--- src/core/arcs_defs.svh ---
// register offsets, field positions, reset values and codes for the retry and swap bank
`ifndef ARCS_DEFS_SVH
`define ARCS_DEFS_SVH

// ==========================================================================
// register byte offsets
`define ARCS_RETRY_OFS      8'h08
`define ARCS_SWAP_VAL_OFS   8'h0C
`define ARCS_CMP_VAL_OFS    8'h10
`define ARCS_SWAP_CTRL_OFS  8'h14
`define ARCS_IRQ_STAT_OFS   8'h24
`define ARCS_IRQ_MASK_OFS   8'h28

// ==========================================================================
// field positions and widths
`define ARCS_RETRY_W        4
`define ARCS_LIMITS_W       12
`define ARCS_DONE_BIT       31
`define ARCS_SEL_W          2
`define ARCS_IRQ_W          4
`define ARCS_IRQ_SWAP_BIT   0
`define ARCS_IRQ_UNIT_LSB   1

// ==========================================================================
// reset values
`define ARCS_LIMITS_RST     12'h000
`define ARCS_DONE_RST       1'b1
`define ARCS_SEL_RST        2'h0
`define ARCS_BM_ID_RST      32'h0000003F
`define ARCS_BW_AVAIL_RST   32'h00001333
`define ARCS_CH_HI_RST      32'hFFFFFFFF
`define ARCS_CH_LO_RST      32'hFFFFFFFF

// ==========================================================================
// acknowledge codes
`define ARCS_ACK_BUSY_X     4'h4
`define ARCS_ACK_BUSY_A     4'h5
`define ARCS_ACK_BUSY_B     4'h6
`define ARCS_ACK_DATA_ERR   4'hD

`endif

--- src/core/arcs_pkg.sv ---
// types shared by the retry and swap register bank
package arcs_pkg;

  typedef enum logic [1:0] {
    ARCS_IDLE = 2'b01,
    ARCS_SWAP = 2'b10
  } arcs_swap_state_e;

  typedef logic [3:0]  arcs_ack_t;
  typedef logic [2:0]  arcs_unit_t;
  typedef logic [11:0] arcs_codes_t;
  typedef logic [31:0] arcs_word_t;

endpackage : arcs_pkg

--- src/core/arcs_regs.sv ---
// retry limit and bus resource compare-swap register bank
//
// Functional notes
// - dual_phase_second_bound field, bits 31-29, always reads zero
// - dual_phase_cycle_bound field, bits 28-16, always reads zero
// - bits 15-12 of the retry register read zero
// - phys_response_retry_count, bits 11-8, writable, resets to zero
// - async_response_retry_count, bits 7-4, writable, resets to zero
// - async_request_retry_count, bits 3-0, writable, resets to zero
// - retransmit only on busy or data error acknowledge, up to limit
// - swap value written into selected resource only when compare matches
// - compare value is checked against selected resource contents
// - swap_complete_flag set when compare-swap ends; resets to one
// - any write to swap control clears swap_complete_flag, except in the cycle a compare-swap ends, where the set wins
// - select 0 manager id, 1 bandwidth, 2 channels hi, 3 channels lo
// - swap control bits 30-2 read zero
//
// Implementation choice: the Wishbone interface to the registers.
`include "arcs_defs.svh"
`timescale 1ns/1ps
`default_nettype none

module arcs_regs (
  // clock and reset
  input  wire logic               clk_i,
  input  wire logic               rst_i,
  // wishbone slave
  input  wire logic               wb_cyc_i,
  input  wire logic               wb_stb_i,
  input  wire logic               wb_we_i,
  input  wire logic [7:0]         wb_adr_i,
  input  wire logic [3:0]         wb_sel_i,
  input  wire arcs_pkg::arcs_word_t wb_dat_i,
  output wire arcs_pkg::arcs_word_t wb_dat_o,
  output wire logic               wb_ack_o,
  // transmit units: 0 request, 1 response, 2 physical response
  input  wire arcs_pkg::arcs_unit_t  tx_start_i,
  input  wire arcs_pkg::arcs_unit_t  tx_ack_valid_i,
  input  wire arcs_pkg::arcs_codes_t tx_ack_code_i,
  output wire arcs_pkg::arcs_unit_t  tx_retry_o,
  output wire arcs_pkg::arcs_unit_t  tx_final_o,
  output wire arcs_pkg::arcs_codes_t tx_final_code_o,
  // interrupt
  output wire logic               irq_o
);
  import arcs_pkg::*;

  // ==========================================================================
  // bus handshake
  logic                    ack_q;
  arcs_word_t              dat_q;
  arcs_word_t              rd_d;
  logic                    bus_req;
  logic                    bus_wr;
  arcs_word_t              byte_mask;

  assign bus_req = wb_cyc_i & wb_stb_i & ~ack_q;
  assign bus_wr  = bus_req & wb_we_i;
  assign byte_mask = {{8{wb_sel_i[3]}}, {8{wb_sel_i[2]}},
                      {8{wb_sel_i[1]}}, {8{wb_sel_i[0]}}};

  always_ff @(posedge clk_i)
  begin
    if (rst_i)
    begin
      ack_q <= 1'b0;
    end
    else
    begin
      ack_q <= bus_req;
    end
  end

  always_ff @(posedge clk_i)
  begin
    if (rst_i)
    begin
      dat_q <= 32'h00000000;
    end
    else if (bus_req)
    begin
      dat_q <= wb_we_i ? 32'h00000000 : rd_d;
    end
  end

  assign wb_ack_o = ack_q;
  assign wb_dat_o = dat_q;

  function automatic arcs_word_t merge(input arcs_word_t old_v,
                                       input arcs_word_t new_v,
                                       input arcs_word_t m);
    merge = (old_v & ~m) | (new_v & m);
  endfunction : merge

  // ==========================================================================
  // write strobes
  logic wr_retry;
  logic wr_swap_val;
  logic wr_cmp_val;
  logic wr_ctrl;
  logic wr_stat;
  logic wr_mask;

  assign wr_retry    = bus_wr & (wb_adr_i == `ARCS_RETRY_OFS);
  assign wr_swap_val = bus_wr & (wb_adr_i == `ARCS_SWAP_VAL_OFS);
  assign wr_cmp_val  = bus_wr & (wb_adr_i == `ARCS_CMP_VAL_OFS);
  assign wr_ctrl     = bus_wr & (wb_adr_i == `ARCS_SWAP_CTRL_OFS);
  assign wr_stat     = bus_wr & (wb_adr_i == `ARCS_IRQ_STAT_OFS);
  assign wr_mask     = bus_wr & (wb_adr_i == `ARCS_IRQ_MASK_OFS);

  // ==========================================================================
  // retry limits
  logic [`ARCS_LIMITS_W-1:0] limits_q;
  arcs_word_t                limits_new;

  assign limits_new = merge({20'h00000, limits_q}, wb_dat_i, byte_mask);

  always_ff @(posedge clk_i)
  begin
    if (rst_i)
    begin
      limits_q <= `ARCS_LIMITS_RST;
    end
    else if (wr_retry)
    begin
      limits_q <= limits_new[`ARCS_LIMITS_W-1:0];
    end
  end

  // ==========================================================================
  // compare and swap values
  arcs_word_t swap_val_q;
  arcs_word_t cmp_val_q;
  arcs_word_t res_old;
  logic       swap_fire;

  always_ff @(posedge clk_i)
  begin
    if (rst_i)
    begin
      cmp_val_q <= 32'h00000000;
    end
    else if (wr_cmp_val)
    begin
      cmp_val_q <= merge(cmp_val_q, wb_dat_i, byte_mask);
    end
  end

  // swap value returns the old resource contents after the operation
  always_ff @(posedge clk_i)
  begin
    if (rst_i)
    begin
      swap_val_q <= 32'h00000000;
    end
    else if (swap_fire)
    begin
      swap_val_q <= res_old;
    end
    else if (wr_swap_val)
    begin
      swap_val_q <= merge(swap_val_q, wb_dat_i, byte_mask);
    end
  end

  // ==========================================================================
  // swap control and sequencer
  arcs_swap_state_e          state_q;
  logic                      done_q;
  logic [`ARCS_SEL_W-1:0]    sel_q;

  assign swap_fire = (state_q == ARCS_SWAP);

  always_ff @(posedge clk_i)
  begin
    if (rst_i)
    begin
      sel_q <= `ARCS_SEL_RST;
    end
    else if (wr_ctrl && wb_sel_i[0])
    begin
      sel_q <= wb_dat_i[`ARCS_SEL_W-1:0];
    end
  end

  // writing the select starts the operation
  always_ff @(posedge clk_i)
  begin
    if (rst_i)
    begin
      state_q <= ARCS_IDLE;
    end
    else
    begin
      case (state_q)
        ARCS_IDLE:
        begin
          if (wr_ctrl)
          begin
            state_q <= ARCS_SWAP;
          end
        end
        ARCS_SWAP:
        begin
          state_q <= wr_ctrl ? ARCS_SWAP : ARCS_IDLE;
        end
        default:
        begin
          state_q <= ARCS_IDLE;
        end
      endcase
    end
  end

  // completion sets, any write clears; set wins
  always_ff @(posedge clk_i)
  begin
    if (rst_i)
    begin
      done_q <= `ARCS_DONE_RST;
    end
    else if (swap_fire)
    begin
      done_q <= 1'b1;
    end
    else if (wr_ctrl)
    begin
      done_q <= 1'b0;
    end
  end

  // ==========================================================================
  // bus management resources, reachable only by compare-swap
  arcs_word_t res_q [0:3];

  assign res_old = res_q[sel_q];

  always_ff @(posedge clk_i)
  begin
    if (rst_i)
    begin
      res_q[0] <= `ARCS_BM_ID_RST;
      res_q[1] <= `ARCS_BW_AVAIL_RST;
      res_q[2] <= `ARCS_CH_HI_RST;
      res_q[3] <= `ARCS_CH_LO_RST;
    end
    else if (swap_fire && (res_old == cmp_val_q))
    begin
      res_q[sel_q] <= swap_val_q;
    end
  end

  // ==========================================================================
  // transmit retry units
  arcs_unit_t unit_fail;

  for (genvar u = 0; u < 3; u++)
  begin : g_unit
    logic [`ARCS_RETRY_W-1:0] cnt_q;
    logic [`ARCS_RETRY_W-1:0] lim;
    arcs_ack_t                code;
    logic                     retryable;
    logic                     again;
    logic                     retry_q;
    logic                     final_q;
    arcs_ack_t                final_code_q;

    assign lim  = limits_q[u*`ARCS_RETRY_W +: `ARCS_RETRY_W];
    assign code = tx_ack_code_i[u*4 +: 4];
    assign retryable = (code == `ARCS_ACK_BUSY_X) | (code == `ARCS_ACK_BUSY_A) |
                       (code == `ARCS_ACK_BUSY_B) | (code == `ARCS_ACK_DATA_ERR);
    assign again = retryable & (cnt_q < lim);

    always_ff @(posedge clk_i)
    begin
      if (rst_i)
      begin
        cnt_q <= 4'h0;
      end
      else if (tx_start_i[u])
      begin
        cnt_q <= 4'h0;
      end
      else if (tx_ack_valid_i[u] && again)
      begin
        cnt_q <= cnt_q + 4'h1;
      end
    end

    always_ff @(posedge clk_i)
    begin
      if (rst_i)
      begin
        retry_q <= 1'b0;
        final_q <= 1'b0;
      end
      else
      begin
        retry_q <= tx_ack_valid_i[u] & again;
        final_q <= tx_ack_valid_i[u] & ~again;
      end
    end

    always_ff @(posedge clk_i)
    begin
      if (rst_i)
      begin
        final_code_q <= 4'h0;
      end
      else if (tx_ack_valid_i[u] && !again)
      begin
        final_code_q <= code;
      end
    end

    assign unit_fail[u] = tx_ack_valid_i[u] & retryable & ~again;
    assign tx_retry_o[u] = retry_q;
    assign tx_final_o[u] = final_q;
    assign tx_final_code_o[u*4 +: 4] = final_code_q;
  end

  // ==========================================================================
  // interrupt status and mask
  logic [`ARCS_IRQ_W-1:0] stat_q;
  logic [`ARCS_IRQ_W-1:0] mask_q;
  logic [`ARCS_IRQ_W-1:0] stat_set;
  logic [`ARCS_IRQ_W-1:0] stat_clr;
  logic                   irq_q;

  assign stat_set = {unit_fail, swap_fire};
  assign stat_clr = wr_stat && wb_sel_i[0] ? wb_dat_i[`ARCS_IRQ_W-1:0] : 4'h0;

  always_ff @(posedge clk_i)
  begin
    if (rst_i)
    begin
      stat_q <= 4'h0;
    end
    else
    begin
      stat_q <= (stat_q & ~stat_clr) | stat_set;
    end
  end

  always_ff @(posedge clk_i)
  begin
    if (rst_i)
    begin
      mask_q <= 4'h0;
    end
    else if (wr_mask && wb_sel_i[0])
    begin
      mask_q <= wb_dat_i[`ARCS_IRQ_W-1:0];
    end
  end

  always_ff @(posedge clk_i)
  begin
    if (rst_i)
    begin
      irq_q <= 1'b0;
    end
    else
    begin
      irq_q <= |(((stat_q & ~stat_clr) | stat_set) & mask_q);
    end
  end

  assign irq_o = irq_q;

  // ==========================================================================
  // read mux, unmapped addresses read zero
  always_comb
  begin
    rd_d = 32'h00000000;
    case (wb_adr_i)
      `ARCS_RETRY_OFS:
      begin
        rd_d = {3'h0, 13'h0000, 4'h0, limits_q};
      end
      `ARCS_SWAP_VAL_OFS:
      begin
        rd_d = swap_val_q;
      end
      `ARCS_CMP_VAL_OFS:
      begin
        rd_d = cmp_val_q;
      end
      `ARCS_SWAP_CTRL_OFS:
      begin
        rd_d = {done_q, 29'h00000000, sel_q};
      end
      `ARCS_IRQ_STAT_OFS:
      begin
        rd_d = {28'h0000000, stat_q};
      end
      `ARCS_IRQ_MASK_OFS:
      begin
        rd_d = {28'h0000000, mask_q};
      end
      default:
      begin
        rd_d = 32'h00000000;
      end
    endcase
  end

endmodule : arcs_regs
`default_nettype wire

--- config.mk ---
export PLATFORM = sky130hd
export DESIGN_NAME = arcs_regs
export DESIGN_NICKNAME = d
export VERILOG_FILES = /design/src/core/arcs_pkg.sv /design/src/core/arcs_regs.sv
export VERILOG_INCLUDE_DIRS = /design/src /design/src/core
export SDC_FILE = /design/constraint.sdc
export NUM_CORES = 1
export LEC_CHECK = 0
export ABC_AREA = 1
export BUFFER_PORTS_ARGS = -buffer_cell sky130_fd_sc_hd__buf_2
export CELL_PAD_IN_SITES_DETAIL_PLACEMENT = 0
export CELL_PAD_IN_SITES_GLOBAL_PLACEMENT = 1
export CORE_MARGIN = 2
export CORE_UTILIZATION = 48
export DETAILED_ROUTE_END_ITERATION = 16
export PLACE_DENSITY_LB_ADDON = 0.12
export SYNTH_ARGS = -nofsm -noshare
export SYNTH_HDL_FRONTEND = slang
export SYNTH_SLANG_ARGS = --single-unit
--- constraint.sdc ---
create_clock -name clk_i -period 4.8 [get_ports clk_i]
set_input_delay 0.72 -clock clk_i [delete_from_list [all_inputs] [get_ports clk_i]]
set_output_delay 0.72 -clock clk_i [all_outputs]
set_load 0.01 [all_outputs]
==> results of run 1 <==
-- cells in the mapped netlist, drive strengths merged --
library cell	count
nand2	394
nor2	191
dfxtp	155
inv	136
nand3	132
edfxtp	128
a21oi	85
o21ai	65
nand4	56
clkbuf	44
buf	42
a31oi	34
o22ai	27
a211oi	22
ha	14
nor3	8
xor2	7
nor4	5
clkinv	3
o2111ai	3
o211ai	3
o221ai	3
a22o	1
a22oi	1
and2	1
and3	1
nand3b	1
o21bai	1
xnor2	1
-- cells by family after synthesis --
family                     Yosys count  share of synthesized area (%)
and+or+nand+nor                    789                           25.9
AOI/OAI and AO/OA                  245                           10.9
DFF                                283                           54.1
buffers and inverters              225                           7.26
xor gates and xnor gates             8                          0.545
adders and majority gates           14                           1.36
-- layer usage --
metal	routed length [um]	GRT usage (%)	vias to the layer above
met4	828	6.43	0
met5	0	0	-
met3	3400	5.41	59
met1	18200	41.7	5333
li1	-	-	5456
met2	17800	45.2	460
-- cell type report --
type	instances	area share, %
flip-flops and latches	283	47.4
clock buffers	47	6.32
well taps	335	2.86
multi-input cells	1056	33.9
repair buffers	143	5.41
inverters	139	3.56
clock inverters	9	0.640
-- metrics by stage --
step / hold slack, ns / setup WS [ns] / total power (uW)
after global placement: 0.444 / 1.06 / 2930
after floorplan: 0.429 / 1.88 / 2800
after global routing: 0.341 / 1.03 / 5410
after CTS: 0.327 / 1.28 / 5280
after detailed placement: 0.451 / 0.990 / 2930
final: 0.340 / 1.28 / 5260
-- worst paths after layout --
path,startpoint,to,slack [ns],cells after the start
worst max-delay path,flip-flop,res_q[2][16],1.28,14
worst min-delay path,tx_start_i[2],g_unit[2].cnt_q[2],0.34,2
worst max register to register,flip-flop,res_q[2][16],1.28,14
worst min register to register,wb_dat_o[12],wb_dat_o[12],0.46,2
-- power groups by stage --
stage | Combinational [uW] | Clock [uW] | Sequential, uW
3_3_place_gp | 300 | 0 | 2630
6_report | 307 | 2370 | 2580
3_5_place_dp | 303 | 0 | 2630
4_1_cts | 305 | 2400 | 2580
2_1_floorplan | 172 | 0 | 2630
5_1_grt | 339 | 2490 | 2580
==> summary.txt, run 1 <==
Floorplan
  • Std-Cell Rows: 59
  • Full die area: ~28000 um2
  • Initial core utilization: 49.0%
  • Core area: roughly 26000 um2
  • DIE HEIGHT: 168 um
  • Chip width: 168 um
  • Number of top-level design ports: 119

Power and ir drop
  • Leakage power total: 0.00550 uW
  • P_sw: about 1200 uW
  • Sequential cell fraction of total power: 49.1%
  • Comb power frac: about 5.8%
  • Cell internal pwr: about 4100 uW
  • Peak VDD IR: ~0.00027 V
  • Total power density per cell area: between 300 and 400 nW/um2
  • Switching portion of total power: 22.5%
  • Clock Power Share: 45.1%

Synth
  • Synthesis-stage register bit count: 283
  • Total standard cell area after synthesis: between 10000 and 15000 um2
  • Fraction of post-synthesis cell area in the top cell type by area: between 20% and 30%
  • Synthesized area per cell: just over 8 um2
  • Synth Net Count: 1645
  • Count of unique library cells instantiated by Yosys: 37
  • Dominant cell type by area after synthesis: sky130_fd_sc_hd__edfxtp_1
  • Number of instances in the synthesized netlist: 1564
  • Synth warnings: 0
  • Sequential share of the synthesized area: around 54%
  • Main area contributors after synthesis: sky130_fd_sc_hd__edfxtp_1 (30%), sky130_fd_sc_hd__dfxtp_1 (24%), sky130_fd_sc_hd__nand2_1 (11%)

Layout
  • Final std cell area, no fill: 14700 um2
  • Share of final-layout standard cells stronger than drive strength 1: 11.9%
  • Commonest non-fill, non-tap cell in the layout: sky130_fd_sc_hd__nand2_1
  • Most frequent cells in the layout: sky130_fd_sc_hd__nand2_1 (393), sky130_fd_sc_hd__nor2_1 (187), sky130_fd_sc_hd__dfxtp_1 (154), sky130_fd_sc_hd__inv_1 (134), sky130_fd_sc_hd__nand3_1 (132)
  • Number of nets in the layout: 1734
  • Area added between synthesis and finish: 14.2%
  • Fillers: 2481
  • Util after Layout: 56.0%
  • Ant. Diodes: 0
  • Non-filler instance count after layout: 2012
  • Combined area of the multi-input logic cells: 4970 um2
  • Sequential cell area: 6950 um2

Global routing
  • Gr usage total: between 20% and 30%
  • Global-route wire length before repair: 62500 um
  • Initial antenna violation count: 0
  • Pin count of the biggest net entering global routing: 78
  • Via count of the first global-routing pass: about 11000
  • Global-route congestion overflow total: 0

Timing
  • Highest clock rate: 284 MHz
  • Transition time at the pin with the least slew margin: 0.974 ns
  • Final cycle utilization of the critical path: about 73%
  • Sum of negative setup slack: 0 ns
  • Setup repair after global routing missed its margin: no
  • Setup skew after layout: 0.0129 ns
  • Max-slew violation count: 0
  • Final critical path time including I/O delays and setup: 3.52 ns
  • Hold Vio Cnt, Final: 0
  • Setup violations, final: 0
  • Max_slew headroom: between 30% and 40%

Worst setup path
  • Kind of capture point of the worst setup path: flip-flop
  • Dominant cell type by count on the critical path: sky130_fd_sc_hd__nand2_1
  • Data arrival time of the worst path: 3.77 ns
  • Startpoint types: flip-flop
  • Data required time of the worst path: 5.05 ns
  • Critical path buffers and inverters: 3
  • Crit path max-delay family: buffers and inverters
  • Setup Crit Path Kind: reg2reg
  • CP max stage cell: sky130_fd_sc_hd__buf_4
  • Largest fanout of any net on the critical path: just under 80
  • Peak per-stage delay on the critical path: 0.69 ns
  • CP cell instances: inv_2 > buf_12 > nand2_1 > nand3_1 > nand2_1 > nand2_1 > nand2_1 > nor2_1 > nand2_1 > nor2_1 > nand3_1 > nor3_4 > buf_4 > nand4_1

Clock tree
  • Clock tree from TritonCTS: yes
  • Maximum root-to-sink buffer count: 3
  • Post_cts resized: 0
  • Number of clock sinks: 283
  • Worst-path clk slew: ~0.06 ns
  • Setup bufs post-CTS: 0
  • Number of buffers created by CTS: 30
  • H-tree levels: 1
  • Root Buffer Master: sky130_fd_sc_hd__clkbuf_16
  • Clock latency of the later-clocked register in the worst-skew pair: 0.56 ns
  • Cts-stage hold buffer count: 0

Routing
  • Detail-routed via count per cell: between 5 and 6
  • Initial DRT Pass Iterations: 5
  • Total via count in the routed design: 11300
  • Post-detailed-route count of antenna-violating nets: 0
  • WL/cell: 20.0 um
  • Remaining DRCs: 0
  • WL final: 40200 um
  • First DRT Iteration DRCs: 1196

Place
  • Total half-perimeter wirelength after legalization and detailed placement: 26900 um
  • RePlAce Congestion: ~0.86
  • Number of buffers added on ports: between 100 and 150
  • Inst Count DP: 1956
  • Instance area after placement: 13700 um2

Run status
  • Result of the run: completed

Min path
  • Hold Path Class: in2reg

Flow run
  • Max_cap viols: 0
(Power assumes the default switching activity.)
==> inputs of run 2 (changes only) <==
- ABC_AREA: 1 -> 0
- CORE_UTILIZATION: 48 -> 47
- clock period: 4.8 -> 3.55 ns (I/O delays scaled with it)
==> summary.txt, run 2 <==
Routing
  • Post-detailed-route count of antenna-violating nets: 0
  • WL final: 40400 um
  • Detail-routed via count per cell: just under 6
  • Remaining DRCs: 0
  • Initial DRT Pass Iterations: 6
  • Total via count in the routed design: ~11000
  • First DRT Iteration DRCs: 933
  • WL/cell: 22.3 um

Timing
  • Highest clock rate: 282 MHz
  • Max-slew violation count: 0
  • Setup skew after layout: 0.0137 ns
  • Final critical path time including I/O delays and setup: between 3 and 4 ns
  • Sum of negative setup slack: 0 ns
  • Max_slew headroom: between 30% and 40%
  • Final cycle utilization of the critical path: 99.8%
  • Transition time at the pin with the least slew margin: 0.918 ns
  • Setup violations, final: 0
  • Hold Vio Cnt, Final: 0
  • Setup repair after global routing missed its margin: yes

Synth
  • Count of unique library cells instantiated by Yosys: 63
  • Synth warnings: 0
  • Most common cell in the synthesized netlist: sky130_fd_sc_hd__nor2_1
  • Async set or reset register ratio after synthesis: 0%
  • Synthesis-stage register bit count: 283
  • Sequential share of the synthesized area: 52.1%
  • Commonest register cell after synthesis: sky130_fd_sc_hd__dfxtp_1
  • Synth Net Count: ~1400
  • Number of instances in the synthesized netlist: 1300
  • Main area contributors after synthesis: sky130_fd_sc_hd__edfxtp_1 (29%), sky130_fd_sc_hd__dfxtp_1 (23%), sky130_fd_sc_hd__mux2i_1 (5.5%)
  • Synthesized area per cell: 10.3 um2
  • Total standard cell area after synthesis: ~13000 um2
  • Dominant cell type by area after synthesis: sky130_fd_sc_hd__edfxtp_1
  • Most used standard cells in the synthesized netlist: sky130_fd_sc_hd__nor2_1 (164), sky130_fd_sc_hd__dfxtp_1 (155), sky130_fd_sc_hd__edfxtp_1 (128)
  • Fraction of post-synthesis cell area in the top cell type by area: between 20% and 30%
  • Number of flops mapped to enable cells by yosys: 128

Clock tree
  • Clock tree from TritonCTS: yes
  • H-tree levels: 2
  • Number of buffers created by CTS: 34
  • Maximum root-to-sink buffer count: 3
  • Worst-path clk slew: 0.06 ns
  • Setup bufs post-CTS: 0
  • Cts-stage hold buffer count: 0
  • Number of clock sinks: 283
  • Clock latency of the later-clocked register in the worst-skew pair: 0.51 ns
  • Root Buffer Master: sky130_fd_sc_hd__clkbuf_16

Place
  • RePlAce Congestion: 0.892
  • Total half-perimeter wirelength after legalization and detailed placement: ~28000 um
  • Inst Count DP: 1745
  • Instance area after placement: 14600 um2
  • Number of buffers added on ports: 118

Layout
  • Commonest non-fill, non-tap cell in the layout: sky130_fd_sc_hd__nor2_1
  • Sequential cell area: 6950 um2
  • Util after Layout: a little under three fifths
  • Final std cell area, no fill: approximately 16000 um2
  • Area added between synthesis and finish: 18.4%
  • Most frequent cells in the layout: sky130_fd_sc_hd__nor2_1 (164), sky130_fd_sc_hd__dfxtp_1 (153), sky130_fd_sc_hd__edfxtp_1 (128), sky130_fd_sc_hd__buf_2 (117), sky130_fd_sc_hd__nand2_1 (103)
  • Number of nets in the layout: 1484
  • Combined area of the multi-input logic cells: a little under 6000 um2
  • Fillers: 2483
  • Ant. Diodes: 0
  • Non-filler instance count after layout: 1807
  • Share of final-layout standard cells stronger than drive strength 1: between 10% and 20%

Min path
  • Source of the worst hold timing path: tx_start_i[0]
  • Number of stages on the worst hold path: 2
  • Hold Path Class: in2reg
  • Destination of the worst hold path: g_unit[0].cnt_q[3]

Power and ir drop
  • Peak VDD IR: 0.000344 V
  • Total power density per cell area: 463 nW/um2
  • Pwr Total: between 7000 and 8000 uW
  • Leakage power total: 0.00523 uW

Floorplan
  • Std-Cell Rows: 61
  • Number of top-level design ports: 119
  • Core area: approximately 28000 um2
  • Initial core utilization: 47.8%
  • Chip width: 172 um
  • Full die area: 29700 um2
  • DIE HEIGHT: 172 um

Worst setup path
  • Setup Crit Path Kind: reg2reg
  • Worst reg2reg endpoint: res_q[0][18]
  • Data required time of the worst path: 3.74 ns
  • Kind of capture point of the worst setup path: flip-flop
  • Reg2reg setup slack: approximately 0.0076 ns
  • Data arrival time of the worst path: 3.73 ns
  • Depth of the most critical reg-to-reg path: 8
  • Largest fanout of any net on the critical path: 18
  • CP max stage cell: sky130_fd_sc_hd__or4_2
  • Startpoint types: flip-flop
  • Peak per-stage delay on the critical path: 0.67 ns
  • CP cell instances: mux4_2 > xnor2_1 > o221a_1 > nand4_1 > or4_2 > buf_12 > o41ai_4 > buf_4

Global routing
  • Global-route wire length before repair: a little over 60000 um
  • Global-route congestion overflow total: 0
  • Pin count of the biggest net entering global routing: between 150 and 200
  • Via count of the first global-routing pass: 10300
  • Initial antenna violation count: 0
  • Gr usage total: between 20% and 30%

Run status
  • Result of the run: completed

Flow run
  • Max_cap viols: 0
-- run 2: timing repair --
item	4_1_cts	5_1_grt
hold endpoints to repair	0	0
gates resized for setup	1	4
setup endpoints to repair	69	162
gates cloned	0	0
pin swaps	0	1
-- run 2: how the worst max path moves through the flow --
stage	cells after the start	endpoint	slack [ns]
floorplan	9	res_q[1][0]	-0.23
global route	8	res_q[0][5]	-0.01
detailed placement	10	res_q[2][23]	-0.04
finish	8	res_q[0][18]	0.008
global placement	10	res_q[2][23]	-0.03
CTS	8	res_q[0][11]	-0.02
-- run 2: critical path: cells and delay by family, from the launching register on --
kind / cells / cell delay (ns)
buf+inv: 2 / 0.51
simple gates: 2 / 0.76
flops: 1 / 0.46
compound gates: 2 / 0.57
mux: 1 / 0.55
xor+xnor: 1 / 0.34
-- run 2: cell type report --
cell class                      count  area share (%)
Tap cell                          378            3.00
Sequential cell                   283            44.1
Inverter                           25           0.595
Timing Repair Buffer              175            7.61
Clock buffer                       49            6.41
Clock inverter                     13           0.777
Multi-Input combinational cell    884            37.5
-- run 2: per-stage QoR --
| stage | hold slack (ns) | worst slack (ns) |
|---|---|---|
| 6_report | 0.236 | 0.00757 |
| 5_1_grt | 0.232 | -0.0122 |
| 4_1_cts | 0.220 | -0.0213 |
| 3_5_place_dp | 0.470 | -0.0376 |
| 3_3_place_gp | 0.463 | -0.0331 |
| 2_1_floorplan | 0.463 | -0.230 |
-- run 2: cell families (layout without fill, tap and decap cells) --
| kind of cell | Yosys count | count (layout) | synth area share (%) |
|---|---|---|---|
| buf+inv | 133 | 262 | 4.34 |
| xor+xnor | 31 | 31 | 2.04 |
| mux | 100 | 100 | 9.57 |
| flops | 283 | 283 | 52.1 |
| fa+ha+maj | 14 | 14 | 1.31 |
| simple gates | 501 | 501 | 18.8 |
| compound gates | 238 | 238 | 11.8 |
-- run 2: metal layers --
metal	track usage, %	wire length [um]	vias to the layer above
li1	-	-	5018
met1	36.3	17100	5300
met2	47.1	20500	282
met3	3.50	1850	54
met4	6.69	863	0
met5	0	0	-
-- run 2: report_power, final --
| part | total (uW) | switching [uW] | internal, uW |
|---|---|---|---|
| Combinational | 324 | 215 | 109 |
| Clock | 3500 | 1370 | 2130 |
| Sequential | 3490 | 24.8 | 3460 |
| Total | 7310 | 1610 | 5700 |
